--- src/hw/bsctap_regs.svh ---
// constants of the boundary-scan test port: widths, cell positions,
// instruction codes and capture patterns.
// assumes inclusion by bare name from the design files.
`ifndef BSCTAP_REGS_SVH
`define BSCTAP_REGS_SVH

// ==========================================================
// register widths
`define BSCTAP_IR_W 3
`define BSCTAP_ID_W 32
`define BSCTAP_BSR_LEN 109

// ==========================================================
// special boundary cells
`define BSCTAP_OBE_CELL 108
`define BSCTAP_OBE_RESET 1'h0

// ==========================================================
// instruction codes
`define BSCTAP_INS_EXTEST 3'h0
`define BSCTAP_INS_IDCODE 3'h1
`define BSCTAP_INS_SAMPLEZ 3'h2
`define BSCTAP_INS_SAMPLE 3'h4
`define BSCTAP_INS_BYPASS 3'h7

// ==========================================================
// capture values
`define BSCTAP_IR_CAPTURE 3'h1
`define BSCTAP_BYP_CAPTURE 1'h0

// ==========================================================
// identification word, arbitrary value (lsb must stay one)
`define BSCTAP_ID_DEFAULT 32'h0A5C_3E01

// ==========================================================
// input synchroniser depth
`define BSCTAP_SYNC_DEPTH 3

`endif

--- src/hw/bsctap_pkg.sv ---
// types of the boundary-scan test port: controller states and
// data-register selection.
// assumes nothing beyond a SystemVerilog compiler.
package bsctap_pkg;

  // ==========================================================
  // controller states
  typedef enum logic [3:0] {
    ST_RESET = 4'h0,
    ST_IDLE = 4'h1,
    ST_SEL_DR = 4'h2,
    ST_CAP_DR = 4'h3,
    ST_SHF_DR = 4'h4,
    ST_EX1_DR = 4'h5,
    ST_PAU_DR = 4'h6,
    ST_EX2_DR = 4'h7,
    ST_UPD_DR = 4'h8,
    ST_SEL_IR = 4'h9,
    ST_CAP_IR = 4'hA,
    ST_SHF_IR = 4'hB,
    ST_EX1_IR = 4'hC,
    ST_PAU_IR = 4'hD,
    ST_EX2_IR = 4'hE,
    ST_UPD_IR = 4'hF
  } bsctap_state_type;

  // ==========================================================
  // data register placed between serial in and serial out
  typedef enum logic [1:0] {
    SEL_BYPASS = 2'h0,
    SEL_IDENT = 2'h1,
    SEL_BOUNDARY = 2'h2
  } bsctap_dr_sel_type;

endpackage

--- src/hw/bsctap_sync.sv ---
// three-stage input synchroniser with agreement filter.
// assumes an asynchronous input; output is a clean level on mclk.
`timescale 1ns/10ps
`include "bsctap_regs.svh"

module bsctap_sync (
  input wire logic mclk,
  input wire logic rst_b,
  input wire logic pin_in,
  output logic level_q
);

  // ==========================================================
  // synchroniser chain
  logic [`BSCTAP_SYNC_DEPTH-1:0] chain_q;

  // reset to one: matches the pad pull-up of an idle pin
  always_ff @(posedge mclk or negedge rst_b) begin
    if (!rst_b) begin
      chain_q <= {`BSCTAP_SYNC_DEPTH{1'h1}};
    end else begin
      chain_q <= {chain_q[`BSCTAP_SYNC_DEPTH-2:0], pin_in};
    end
  end

  // ==========================================================
  // a change counts only once stages two and three agree
  always_ff @(posedge mclk or negedge rst_b) begin
    if (!rst_b) begin
      level_q <= 1'h1;
    end else if (chain_q[1] == chain_q[2]) begin
      level_q <= chain_q[2];
    end
  end

endmodule

--- src/hw/bsctap_top.sv ---
// boundary-scan test access port: controller, instruction, bypass,
// identification and boundary registers, serial output driver.
// assumes the test clock is a slow pin sampled by mclk; pin ring
// states arrive already on mclk; pads carry pull-ups on tms and tdi.
//
// Notes on behaviour
// - test port behaves as a standard boundary-scan access port.
// - inputs taken on test clock rise, outputs changed on its fall.
// - mode select sampled on rise; floating tms or tdi reads high.
// - serial input enters the top bit of the selected register.
// - serial output shows the low bit; registers shift downward.
// - serial output driven only in shift states, else high impedance.
// - five high mode-select samples reset test logic, memory untouched.
// - power-up resets test logic; serial output starts undriven.
// - each instruction places exactly one register in the path.
// - three-bit instruction register, loaded with ident at reset.
// - instruction capture loads pattern 01 into the two low bits.
// - one-bit bypass register cleared on capture, one stage delay.
// - boundary register captures pin ring, then shifts serially.
// - extest, sample and sample-float all capture the pin ring.
// - boundary register holds one cell per bump, spares included.
// - ident instruction captures and shifts a fixed 32-bit word.
// - one boundary cell enables read outputs under extest; resets low.
// - sample-float keeps read outputs undriven while it stays the current instruction.
`timescale 1ns/10ps
`include "bsctap_regs.svh"

module bsctap_top
  import bsctap_pkg::*;
(
  input wire logic mclk,
  input wire logic rst_b,
  input wire logic tck_in,
  input wire logic tms_in,
  input wire logic tdi_in,
  output logic tdo_out,
  output logic tdo_oe,
  input wire logic [`BSCTAP_BSR_LEN-1:0] ring_in,
  output logic [`BSCTAP_BSR_LEN-1:0] bsr_par_q,
  output logic extest_q,
  output logic qbus_drive_en_q,
  output logic tap_reset_q
);

  // ==========================================================
  // pin sampling
  logic tck_n;
  logic tck_ns;
  logic tck_s;
  logic tms_s;
  logic tdi_s;
  logic tck_prev_q;
  logic tck_rise;
  logic tck_fall;

  // the test clock is treated as data; tms and tdi share the same
  // latency so they line up with the detected edge; the clock goes in
  // inverted so the pull-up reset level equals its idle low level and
  // no false edge follows reset
  assign tck_n = ~tck_in;

  bsctap_sync u_sync_tck (
    .mclk(mclk),
    .rst_b(rst_b),
    .pin_in(tck_n),
    .level_q(tck_ns)
  );

  assign tck_s = ~tck_ns;

  bsctap_sync u_sync_tms (
    .mclk(mclk),
    .rst_b(rst_b),
    .pin_in(tms_in),
    .level_q(tms_s)
  );

  bsctap_sync u_sync_tdi (
    .mclk(mclk),
    .rst_b(rst_b),
    .pin_in(tdi_in),
    .level_q(tdi_s)
  );

  // reset low: a test clock held low never produces an edge
  always_ff @(posedge mclk or negedge rst_b) begin
    if (!rst_b) begin
      tck_prev_q <= 1'h0;
    end else begin
      tck_prev_q <= tck_s;
    end
  end

  assign tck_rise = tck_s & ~tck_prev_q;
  assign tck_fall = ~tck_s & tck_prev_q;

  // ==========================================================
  // controller, standard access-port sequencing
  bsctap_state_type state_q;
  bsctap_state_type state_d;

  always_comb begin
    unique case (state_q)
      ST_RESET: state_d = tms_s ? ST_RESET : ST_IDLE;
      ST_IDLE: state_d = tms_s ? ST_SEL_DR : ST_IDLE;
      ST_SEL_DR: state_d = tms_s ? ST_SEL_IR : ST_CAP_DR;
      ST_CAP_DR: state_d = tms_s ? ST_EX1_DR : ST_SHF_DR;
      ST_SHF_DR: state_d = tms_s ? ST_EX1_DR : ST_SHF_DR;
      ST_EX1_DR: state_d = tms_s ? ST_UPD_DR : ST_PAU_DR;
      ST_PAU_DR: state_d = tms_s ? ST_EX2_DR : ST_PAU_DR;
      ST_EX2_DR: state_d = tms_s ? ST_UPD_DR : ST_SHF_DR;
      ST_UPD_DR: state_d = tms_s ? ST_SEL_DR : ST_IDLE;
      ST_SEL_IR: state_d = tms_s ? ST_RESET : ST_CAP_IR;
      ST_CAP_IR: state_d = tms_s ? ST_EX1_IR : ST_SHF_IR;
      ST_SHF_IR: state_d = tms_s ? ST_EX1_IR : ST_SHF_IR;
      ST_EX1_IR: state_d = tms_s ? ST_UPD_IR : ST_PAU_IR;
      ST_PAU_IR: state_d = tms_s ? ST_EX2_IR : ST_PAU_IR;
      ST_EX2_IR: state_d = tms_s ? ST_UPD_IR : ST_SHF_IR;
      ST_UPD_IR: state_d = tms_s ? ST_SEL_DR : ST_IDLE;
    endcase
  end

  // any state reaches reset after five high samples
  always_ff @(posedge mclk or negedge rst_b) begin
    if (!rst_b) begin
      state_q <= ST_RESET;
    end else if (tck_rise) begin
      state_q <= state_d;
    end
  end

  // ==========================================================
  // instruction register
  logic [`BSCTAP_IR_W-1:0] ir_shift_q;
  logic [`BSCTAP_IR_W-1:0] ir_q;
  bsctap_dr_sel_type dr_sel;
  logic bsr_instr;

  always_ff @(posedge mclk or negedge rst_b) begin
    if (!rst_b) begin
      ir_shift_q <= `BSCTAP_IR_CAPTURE;
    end else if (tck_rise) begin
      if (state_q == ST_CAP_IR) begin
        ir_shift_q <= `BSCTAP_IR_CAPTURE;
      end else if (state_q == ST_SHF_IR) begin
        ir_shift_q <= {tdi_s, ir_shift_q[`BSCTAP_IR_W-1:1]};
      end
    end
  end

  // the active instruction changes only on the fall, so the path
  // never swaps in the middle of a rise-edge shift
  always_ff @(posedge mclk or negedge rst_b) begin
    if (!rst_b) begin
      ir_q <= `BSCTAP_INS_IDCODE;
    end else if (tck_fall) begin
      if (state_q == ST_RESET) begin
        ir_q <= `BSCTAP_INS_IDCODE;
      end else if (state_q == ST_UPD_IR) begin
        ir_q <= ir_shift_q;
      end
    end
  end

  // reserved codes fall back to bypass so the path stays one bit
  always_comb begin
    unique case (ir_q)
      `BSCTAP_INS_IDCODE: dr_sel = SEL_IDENT;
      `BSCTAP_INS_EXTEST,
      `BSCTAP_INS_SAMPLEZ,
      `BSCTAP_INS_SAMPLE: dr_sel = SEL_BOUNDARY;
      default: dr_sel = SEL_BYPASS;
    endcase
  end

  assign bsr_instr = (dr_sel == SEL_BOUNDARY);

  // ==========================================================
  // bypass register
  logic byp_q;

  always_ff @(posedge mclk or negedge rst_b) begin
    if (!rst_b) begin
      byp_q <= `BSCTAP_BYP_CAPTURE;
    end else if (tck_rise && dr_sel == SEL_BYPASS) begin
      if (state_q == ST_CAP_DR) begin
        byp_q <= `BSCTAP_BYP_CAPTURE;
      end else if (state_q == ST_SHF_DR) begin
        byp_q <= tdi_s;
      end
    end
  end

  // ==========================================================
  // identification register
  logic [`BSCTAP_ID_W-1:0] id_shift_q;

  always_ff @(posedge mclk or negedge rst_b) begin
    if (!rst_b) begin
      id_shift_q <= `BSCTAP_ID_DEFAULT;
    end else if (tck_rise && dr_sel == SEL_IDENT) begin
      if (state_q == ST_CAP_DR) begin
        id_shift_q <= `BSCTAP_ID_DEFAULT;
      end else if (state_q == ST_SHF_DR) begin
        id_shift_q <= {tdi_s, id_shift_q[`BSCTAP_ID_W-1:1]};
      end
    end
  end

  // ==========================================================
  // boundary register, one cell per bump
  logic [`BSCTAP_BSR_LEN-1:0] bsr_shift_q;

  // ring values may be mid-transition at capture; no guarantee
  always_ff @(posedge mclk or negedge rst_b) begin
    if (!rst_b) begin
      bsr_shift_q <= '0;
    end else if (tck_rise && bsr_instr) begin
      if (state_q == ST_CAP_DR) begin
        bsr_shift_q <= ring_in;
      end else if (state_q == ST_SHF_DR) begin
        bsr_shift_q <= {tdi_s, bsr_shift_q[`BSCTAP_BSR_LEN-1:1]};
      end
    end
  end

  // parallel latches; clearing them also clears the output-bus cell
  always_ff @(posedge mclk or negedge rst_b) begin
    if (!rst_b) begin
      bsr_par_q <= '0;
    end else if (tck_fall) begin
      if (state_q == ST_RESET) begin
        bsr_par_q <= '0;
      end else if (state_q == ST_UPD_DR && bsr_instr) begin
        bsr_par_q <= bsr_shift_q;
      end
    end
  end

  // ==========================================================
  // read-output bus control
  always_ff @(posedge mclk or negedge rst_b) begin
    if (!rst_b) begin
      extest_q <= 1'h0;
      qbus_drive_en_q <= 1'h1;
    end else begin
      extest_q <= (ir_q == `BSCTAP_INS_EXTEST);
      if (ir_q == `BSCTAP_INS_SAMPLEZ) begin
        qbus_drive_en_q <= 1'h0;
      end else if (ir_q == `BSCTAP_INS_EXTEST) begin
        qbus_drive_en_q <= bsr_par_q[`BSCTAP_OBE_CELL];
      end else begin
        qbus_drive_en_q <= 1'h1;
      end
    end
  end

  // test reset only touches test logic; memory keeps running
  always_ff @(posedge mclk or negedge rst_b) begin
    if (!rst_b) begin
      tap_reset_q <= 1'h1;
    end else begin
      tap_reset_q <= (state_q == ST_RESET);
    end
  end

  // ==========================================================
  // serial output, changed on the fall only
  logic tdo_bit;
  logic shifting;

  assign shifting = (state_q == ST_SHF_DR) || (state_q == ST_SHF_IR);

  always_comb begin
    if (state_q == ST_SHF_IR) begin
      tdo_bit = ir_shift_q[0];
    end else begin
      unique case (dr_sel)
        SEL_IDENT: tdo_bit = id_shift_q[0];
        SEL_BOUNDARY: tdo_bit = bsr_shift_q[0];
        default: tdo_bit = byp_q;
      endcase
    end
  end

  always_ff @(posedge mclk or negedge rst_b) begin
    if (!rst_b) begin
      tdo_out <= 1'h0;
      tdo_oe <= 1'h0;
    end else if (tck_fall) begin
      tdo_out <= tdo_bit;
      tdo_oe <= shifting;
    end
  end

endmodule

--- config.mk ---
export PLATFORM = sky130hd
export DESIGN_NAME = bsctap_top
export DESIGN_NICKNAME = d
export VERILOG_FILES = /design/src/hw/bsctap_pkg.sv /design/src/hw/bsctap_sync.sv /design/src/hw/bsctap_top.sv
export VERILOG_INCLUDE_DIRS = /design/src /design/src/hw
export SDC_FILE = /design/constraint.sdc
export NUM_CORES = 1
export LEC_CHECK = 0
export ABC_AREA = 1
export BUFFER_PORTS_ARGS = -buffer_cell sky130_fd_sc_hd__buf_2
export CAP_MARGIN = 25
export CORE_AREA = 3 3 191 193
export CTS_CLUSTER_SIZE = 10
export DETAILED_ROUTE_END_ITERATION = 16
export DIE_AREA = 0 0 194 196
export MAX_ROUTING_LAYER = met4
export PLACE_DENSITY = 0.54
export SLEW_MARGIN = 20
export SYNTH_ARGS = -nofsm -noshare
export SYNTH_HDL_FRONTEND = slang
export SYNTH_SLANG_ARGS = --single-unit
--- constraint.sdc ---
create_clock -name mclk -period 4.6 [get_ports mclk]
set_input_delay 0.23 -clock mclk [delete_from_list [all_inputs] [get_ports mclk]]
set_output_delay 0.23 -clock mclk [all_outputs]
set_load 0.01 [all_outputs]
=== Yosys cells after proc, flatten, opt, wreduce, memory -nomap -nowiden ===
Cells that the tools add are included.

* Bits of input ports: 114
* Output and inout port bits: 114
* Register bits after elaboration: 279

* Equality and inequality tests: 23
* Multiplexer cells: 30
* Bitwise operators: 5
* Reduce and logical (&&, ||, !) cells: 22

{| class="wikitable"
|+ Operators by type and width
! cell !! count
|-
| 109-bit two-way mux || 4
|-
| 32-bit two-way mux || 2
|-
| 4-bit one-hot mux with 12 select lines || 1
|-
| 4-bit == test (second input constant) || 8
|-
| 3-bit two-way mux || 6
|-
| 4-bit by 3-bit == test with 1-bit output (second input constant) || 4
|-
| 4-bit two-way mux || 4
|-
| 2-bit AND reduction || 6
|-
| 4-bit by 2-bit == test with 1-bit output (second input constant) || 2
|-
| 1-bit two-way mux || 8
|-
| 2-bit nonzero test || 4
|-
| 2-bit two-way mux || 3
|-
| 3-bit OR reduction || 2
|-
| 4-bit by 1-bit == test with 1-bit output (second input constant) || 1
|-
| 1-bit logical AND || 4
|-
| 4-bit logical NOT || 1
|-
| 2-bit one-hot mux with 2 select lines || 1
|-
| 2-bit OR reduction || 2
|-
| 1-bit == test || 3
|-
| 3-bit by 1-bit == test with 1-bit output (second input constant) || 1
|-
| 3-bit by 2-bit == test with 1-bit output (second input constant) || 1
|-
| 3-bit == test (second input constant) || 1
|-
| 3-bit logical NOT || 1
|-
| 1-bit inverter || 3
|-
| 6 further kinds || 7
|}

=== Depth between registers and ports, before layout ===
* Depth after elaboration: 7
* Depth in mapped cells: 12
* Mapped depth without buffers: 10

=== Cells and area by module ===
Synthesis repeated with hierarchy kept, for this count alone.

* Cell total of the unflattened synthesis: 1587
* Area total of the unflattened synthesis: 12301.8 sq um

{| class="wikitable"
|+ Modules (own cells, without submodules)
! module !! cells each !! seq. area each (sq um) !! area an instance (sq um) !! times used
|-
| bsctap_top || 1563 || 6701.4 || 11937.7 || 1
|-
| bsctap_sync || 8 || 105.1 || 121.4 || 3
|}

=== Worst setup path before layout ===
Ideal clock, no wire load.

* Path type: reg2reg
* Start: register ir_q[0]
* End: register bsr_par_q[87]
* Path slack: 2.735 ns
* Cell stages (with the launch flop): 13
* Arrival time: 1.788 ns
* Path buffers: 3
* Cell sequence: dfstp_2 > inv_1 > nor3_1 > inv_1 > ha_1 > inv_1 > o21ai_1 > nand2_1 > buf_4 > buf_4 > buf_2 > nand2_1 > o21ai_1

* Cells in the longest elaborated chain, start to end: 7
* Elaborated cells on any way between the ends: 10
* Classes of those cells: 4 x eq/ne; 1 x mux; 5 x reduce/logical

{| class="wikitable"
|+ Ends and longest elaborated chain
! element !! line !! RTL
|-
| from (decl) || bsctap_top.sv:135 || <nowiki>logic [`BSCTAP_IR_W-1:0] ir_q;</nowiki>
|-
| from (signal assigned) || bsctap_top.sv:155 || <nowiki>ir_q <= `BSCTAP_INS_IDCODE;</nowiki>
|-
| from (signal assigned) || bsctap_top.sv:158 || <nowiki>ir_q <= `BSCTAP_INS_IDCODE;</nowiki>
|-
| from (signal assigned) || bsctap_top.sv:160 || <nowiki>ir_q <= ir_shift_q;</nowiki>
|-
| 3-bit by 2-bit == test with 1-bit output, or another cell as far along || bsctap_top.sv:167 || <nowiki>unique case (ir_q)</nowiki>
|-
| 3-bit OR reduction || bsctap_top.sv:167 ||
|-
| 2-bit one-hot mux with 2 select lines * || bsctap_top.sv:167 ||
|-
| 2-bit == test * || bsctap_top.sv:176 || <nowiki>assign bsr_instr = (dr_sel == SEL_BOUNDARY);</nowiki>
|-
| 1-bit logical AND * || bsctap_top.sv:234 || <nowiki>end else if (state_q == ST_UPD_DR && bsr_instr) begin</nowiki>
|-
| 2-bit nonzero test (no source line) * || - ||
|-
| 2-bit AND reduction (no source line) * || - ||
|-
| to (signal assigned) || bsctap_top.sv:235 || <nowiki>bsr_par_q <= bsr_shift_q;</nowiki>
|-
| to (decl) || bsctap_top.sv:39 || <nowiki>output logic [`BSCTAP_BSR_LEN-1:0] bsr_par_q,</nowiki>
|}

Mark *: on every way between the ends. The rest lies on a longest branch, timed or not.
A chain may end at the register's enable or synchronous reset.

=== Worst setup path after layout ===
* Start: register state_q[2]
* End: register bsr_shift_q[68]

* Cells in the longest elaborated chain, start to end: 3
* Elaborated cells on any way between the ends: 5
* Classes of those cells: 2 x eq/ne; 1 x mux; 2 x reduce/logical

{| class="wikitable"
|+ Ends and longest elaborated chain
! element !! line !! RTL
|-
| from (decl) || bsctap_top.sv:99 || <nowiki>bsctap_state_type state_q;</nowiki>
|-
| from (signal assigned) || bsctap_top.sv:128 || <nowiki>state_q <= state_d;</nowiki>
|-
| 4-bit by 2-bit == test with 1-bit output / 4-bit by 3-bit == test with 1-bit output (equally long branches) || bsctap_top.sv:219, bsctap_top.sv:221 ||
|-
| 2-bit nonzero test (no source line) || - ||
|-
| 2-bit AND reduction (no source line) || - ||
|-
| to (signal assigned) || bsctap_top.sv:220 || <nowiki>bsr_shift_q <= ring_in;</nowiki>
|-
| to (signal assigned) || bsctap_top.sv:222 || <nowiki>bsr_shift_q <= {tdi_s, bsr_shift_q[`BSCTAP_BSR_LEN-1:1]};</nowiki>
|-
| to (decl) || bsctap_top.sv:212 || <nowiki>logic [`BSCTAP_BSR_LEN-1:0] bsr_shift_q;</nowiki>
|}

Parallel ways exist; a longest one is shown, timed or not.

==> impl_results.md <==
* Run status: complete, no violations
* CP Capture Type: flop
* Synth warnings at 0
* CTS tree: yes
* Reg2Reg Setup Slack at 970 ps
* Largest family of logic cells by synthesized area: simple AND/OR/NAND/NOR gates
* LEAKAGE at 7.12 nW
* Synth area leader: dfrtp_1
* Register area share after synthesis at 57.6%
* Max-slew violations at 0
* Max Fclk at 0.275 GHz
* Hold WC Path Type: input pin to flop
* Cell Area, Synth at 0.0122 mm²
* Die Y at 196 µm
* Clk slew on worst S/H paths at 50 ps
* P_int at 6.14 mW
* Cells after Synth at 1367
* Gate power share at 33.7%
* Mapped Nets at 1484
* Most frequent cells in the layout: nand2_1, dfrtp_1, buf_2
* Final #Nets at 1676
* Via density at 4.79
* Share of layout cells above drive strength 1 at 26.9%
* # rows at 68
* Sw Ratio at 38.4%
* Max Cap Viol at 0
* Complex-gate fraction of the synthesized area at 13.5%
* DRT iter0 DRCs at 634
* CP max FO at 58
* Area fraction of the dominant cell type after synthesis at 51.6%
* Min Tclk post-route at 3630 ps
* Routed WL at 32300 µm
* Commonest non-fill, non-tap cell in the layout: nand2_1
* Flops & latches, synth at 279
* Max VDD drop at 0.306 mV
* Proportion of synthesized flip-flops having asynchronous set or reset at 100%
* Num CTS Buffers at 36
* Clk_skew at 20.9 ps
* Die area at 0.0380 mm²
* Final TNS setup at 0 ps
* Hold buffer count at cts at 5
* Initial antenna violation count at 3
* Final ANT Viol Nets at 0
* Clock latency on the worst-skew pair at 510 ps
* Unrepaired setup endpoints after global routing: false
* Via count at 9777
* DP HPWL at 20200 µm
* Cts repair resizes at 0
* Slew Limit Headroom at 36.1%
* CTS Root Cell: clkbuf_16
* Post-DR wirelength/cell at 15.8 µm
* Fill cells at 3485
* Layout Area Growth over Synthesis at 21.2%
* Distinct cells, synth at 28
* DRC at 0
* Main synth FF type: dfrtp_1
* Simple-Gate Fraction of Synth Area at 23.7%
* Post-synth EDFFs at 0
* Slew @ Worst Pin at 958 ps
* CP Class: flop to flop
* Ranking of synthesized cells by area: dfrtp_1, nand2_1, o211ai_1
* Fin util at 42.5%
* Reg area at 0.00702 mm²
* First-pass GRT wire length at 54000 µm
* H-tree depth at 2
* Crit path DAT at 4070 ps
* Multi-input gate area at 0.00463 mm²
* Flop pwr share at 40.6%
* Initial Util at 35.1%
* PortBufs at 227
* Post-Synth XOR/XNOR Area at 0%
* Worst-case clock buffer depth at 3
* Ports at 228
* Multiplexer share of the synthesized area at 0%
* Post-Synth Adder-Cell Area at 0.555%
* Die X at 194 µm
* Final hold viol count at 0
* Pin count of the biggest net entering global routing at 126
* Gr usage total at 17.6%
* Final setup vio count at 0
* Syn Area/Cell at 8.91 µm²
* GP Congestion at 0.810
* NetSw at 3.83 mW
* Final Cycle Share at 79.0%
* Core Footprint at 0.0347 mm²
* Post-CTS Setup Inserts at 0
* Grt ovf at 0
* DRT Pass-1 Iters at 5
* Required time of the critical path at 5040 ps
* PwrDens at 675 mW/mm²
* Vias in the first global route at 9966
* Clock power share at 25.6%
* Type of origin of the critical path: flop
* CTS sink cnt at 279
-- registers in the layout, indices dropped and copies added, names as in the netlist --
register	cells
u_sync_tdi.chain_q	3
ir_shift_q	3
bsr_par_q	109
ir_q	3
u_sync_tms.chain_q	3
id_shift_q	32
u_sync_tms.level_q	1
byp_q	1
qbus_drive_en_q	1
tck_prev_q	1
tap_reset_q	1
bsr_shift_q	109
tdo_oe	1
extest_q	1
u_sync_tck.level_q	1
tdo_out	1
state_q	4
u_sync_tdi.level_q	1
u_sync_tck.chain_q	3
-- metal layers --
layer	track usage, %	part of all wire (%)	up-vias
li1	-	-	4871
met1	23.8	47	4636
met2	27.5	46	235
met3	3.62	5.4	35
met4	3.99	1.7	0
met5	-	0	-
-- synth_stat cells, drive strengths merged, types with 5 or more instances --
master  instances
buf            43
nor2           23
o31ai           5
nor3            7
dfrtp         251
or2           105
nand2         534
o211ai        108
dfstp          28
a21oi           8
clkbuf         49
o21ai         146
inv            34
nand3          16
-- path summary, 6_finish.rpt --
check                                                       end  depth (start not counted)                       startpoint
worst max-delay path                bsr_shift_q[68]$_DFFE_PN0P_                          8           state_q[2]$_DFFE_PN0P_
worst min-delay path                bsr_shift_q[88]$_DFFE_PN0P_                          5                      ring_in[88]
worst max register to register      bsr_shift_q[68]$_DFFE_PN0P_                          8           state_q[2]$_DFFE_PN0P_
worst min register to register  u_sync_tdi.chain_q[2]$_DFF_PN1_                          0  u_sync_tdi.chain_q[1]$_DFF_PN1_
max in group asynchronous             bsr_par_q[37]$_DFFE_PN0P_                          3                            rst_b
min in group asynchronous           bsr_shift_q[83]$_DFFE_PN0P_                          2                            rst_b
-- layout make-up --
type | count | area share, %
inverters | 34 | 0.899
well taps | 455 | 3.86
diodes | 3 | 0.0509
clock buffers | 60 | 6.99
flip-flops and latches | 279 | 47.5
multi-input cells | 962 | 31.3
repair buffers | 246 | 9.12
clock inverters | 4 | 0.187
-- critical path, stage by stage (launching register included) --
cell	delay (ps)
dfrtp_1	460
nor2_2	320
nand2_4	290
nand2_1	260
nand3_4	510
inv_4	730
buf_4	610
o211ai_1	170
nand2_1	100
-- metrics by stage --
step / worst slack, ps / area (µm²) / hold WS [ps] / cells / power, mW
final: 967 / 14800 / 34.3 / 2043 / 9.97
after global routing: 587 / 14800 / 37.5 / 2043 / 10.8
after CTS: 889 / 14800 / 16.5 / 2040 / 10.2
after detailed placement: 913 / 13600 / 339 / 1971 / 7.52
after global placement: 991 / 13600 / 339 / 1970 / 7.44
after floorplan: 2730 / 12200 / -65.6 / 1367 / 6.19
-- power by group through the flow --
| stage | registers, mW | logic, mW | clock network [mW] |
|---|---|---|---|
| after floorplan | 4.12 | 2.07 | 0 |
| after global placement | 4.08 | 3.36 | 0 |
| after detailed placement | 4.09 | 3.43 | 0 |
| after CTS | 4.06 | 3.45 | 2.64 |
| after global routing | 4.19 | 3.90 | 2.74 |
| final | 4.05 | 3.36 | 2.55 |
-- logic make-up (layout without fill, tap and decap cells) --
logic type,count (synthesis),in the layout
buf+inv,126,344
compound gates,270,270
other cells,0,3
fa+ha+maj,6,6
simple gates,686,686
flops,279,279
Note: power is estimated with default switching activity, not from simulation.
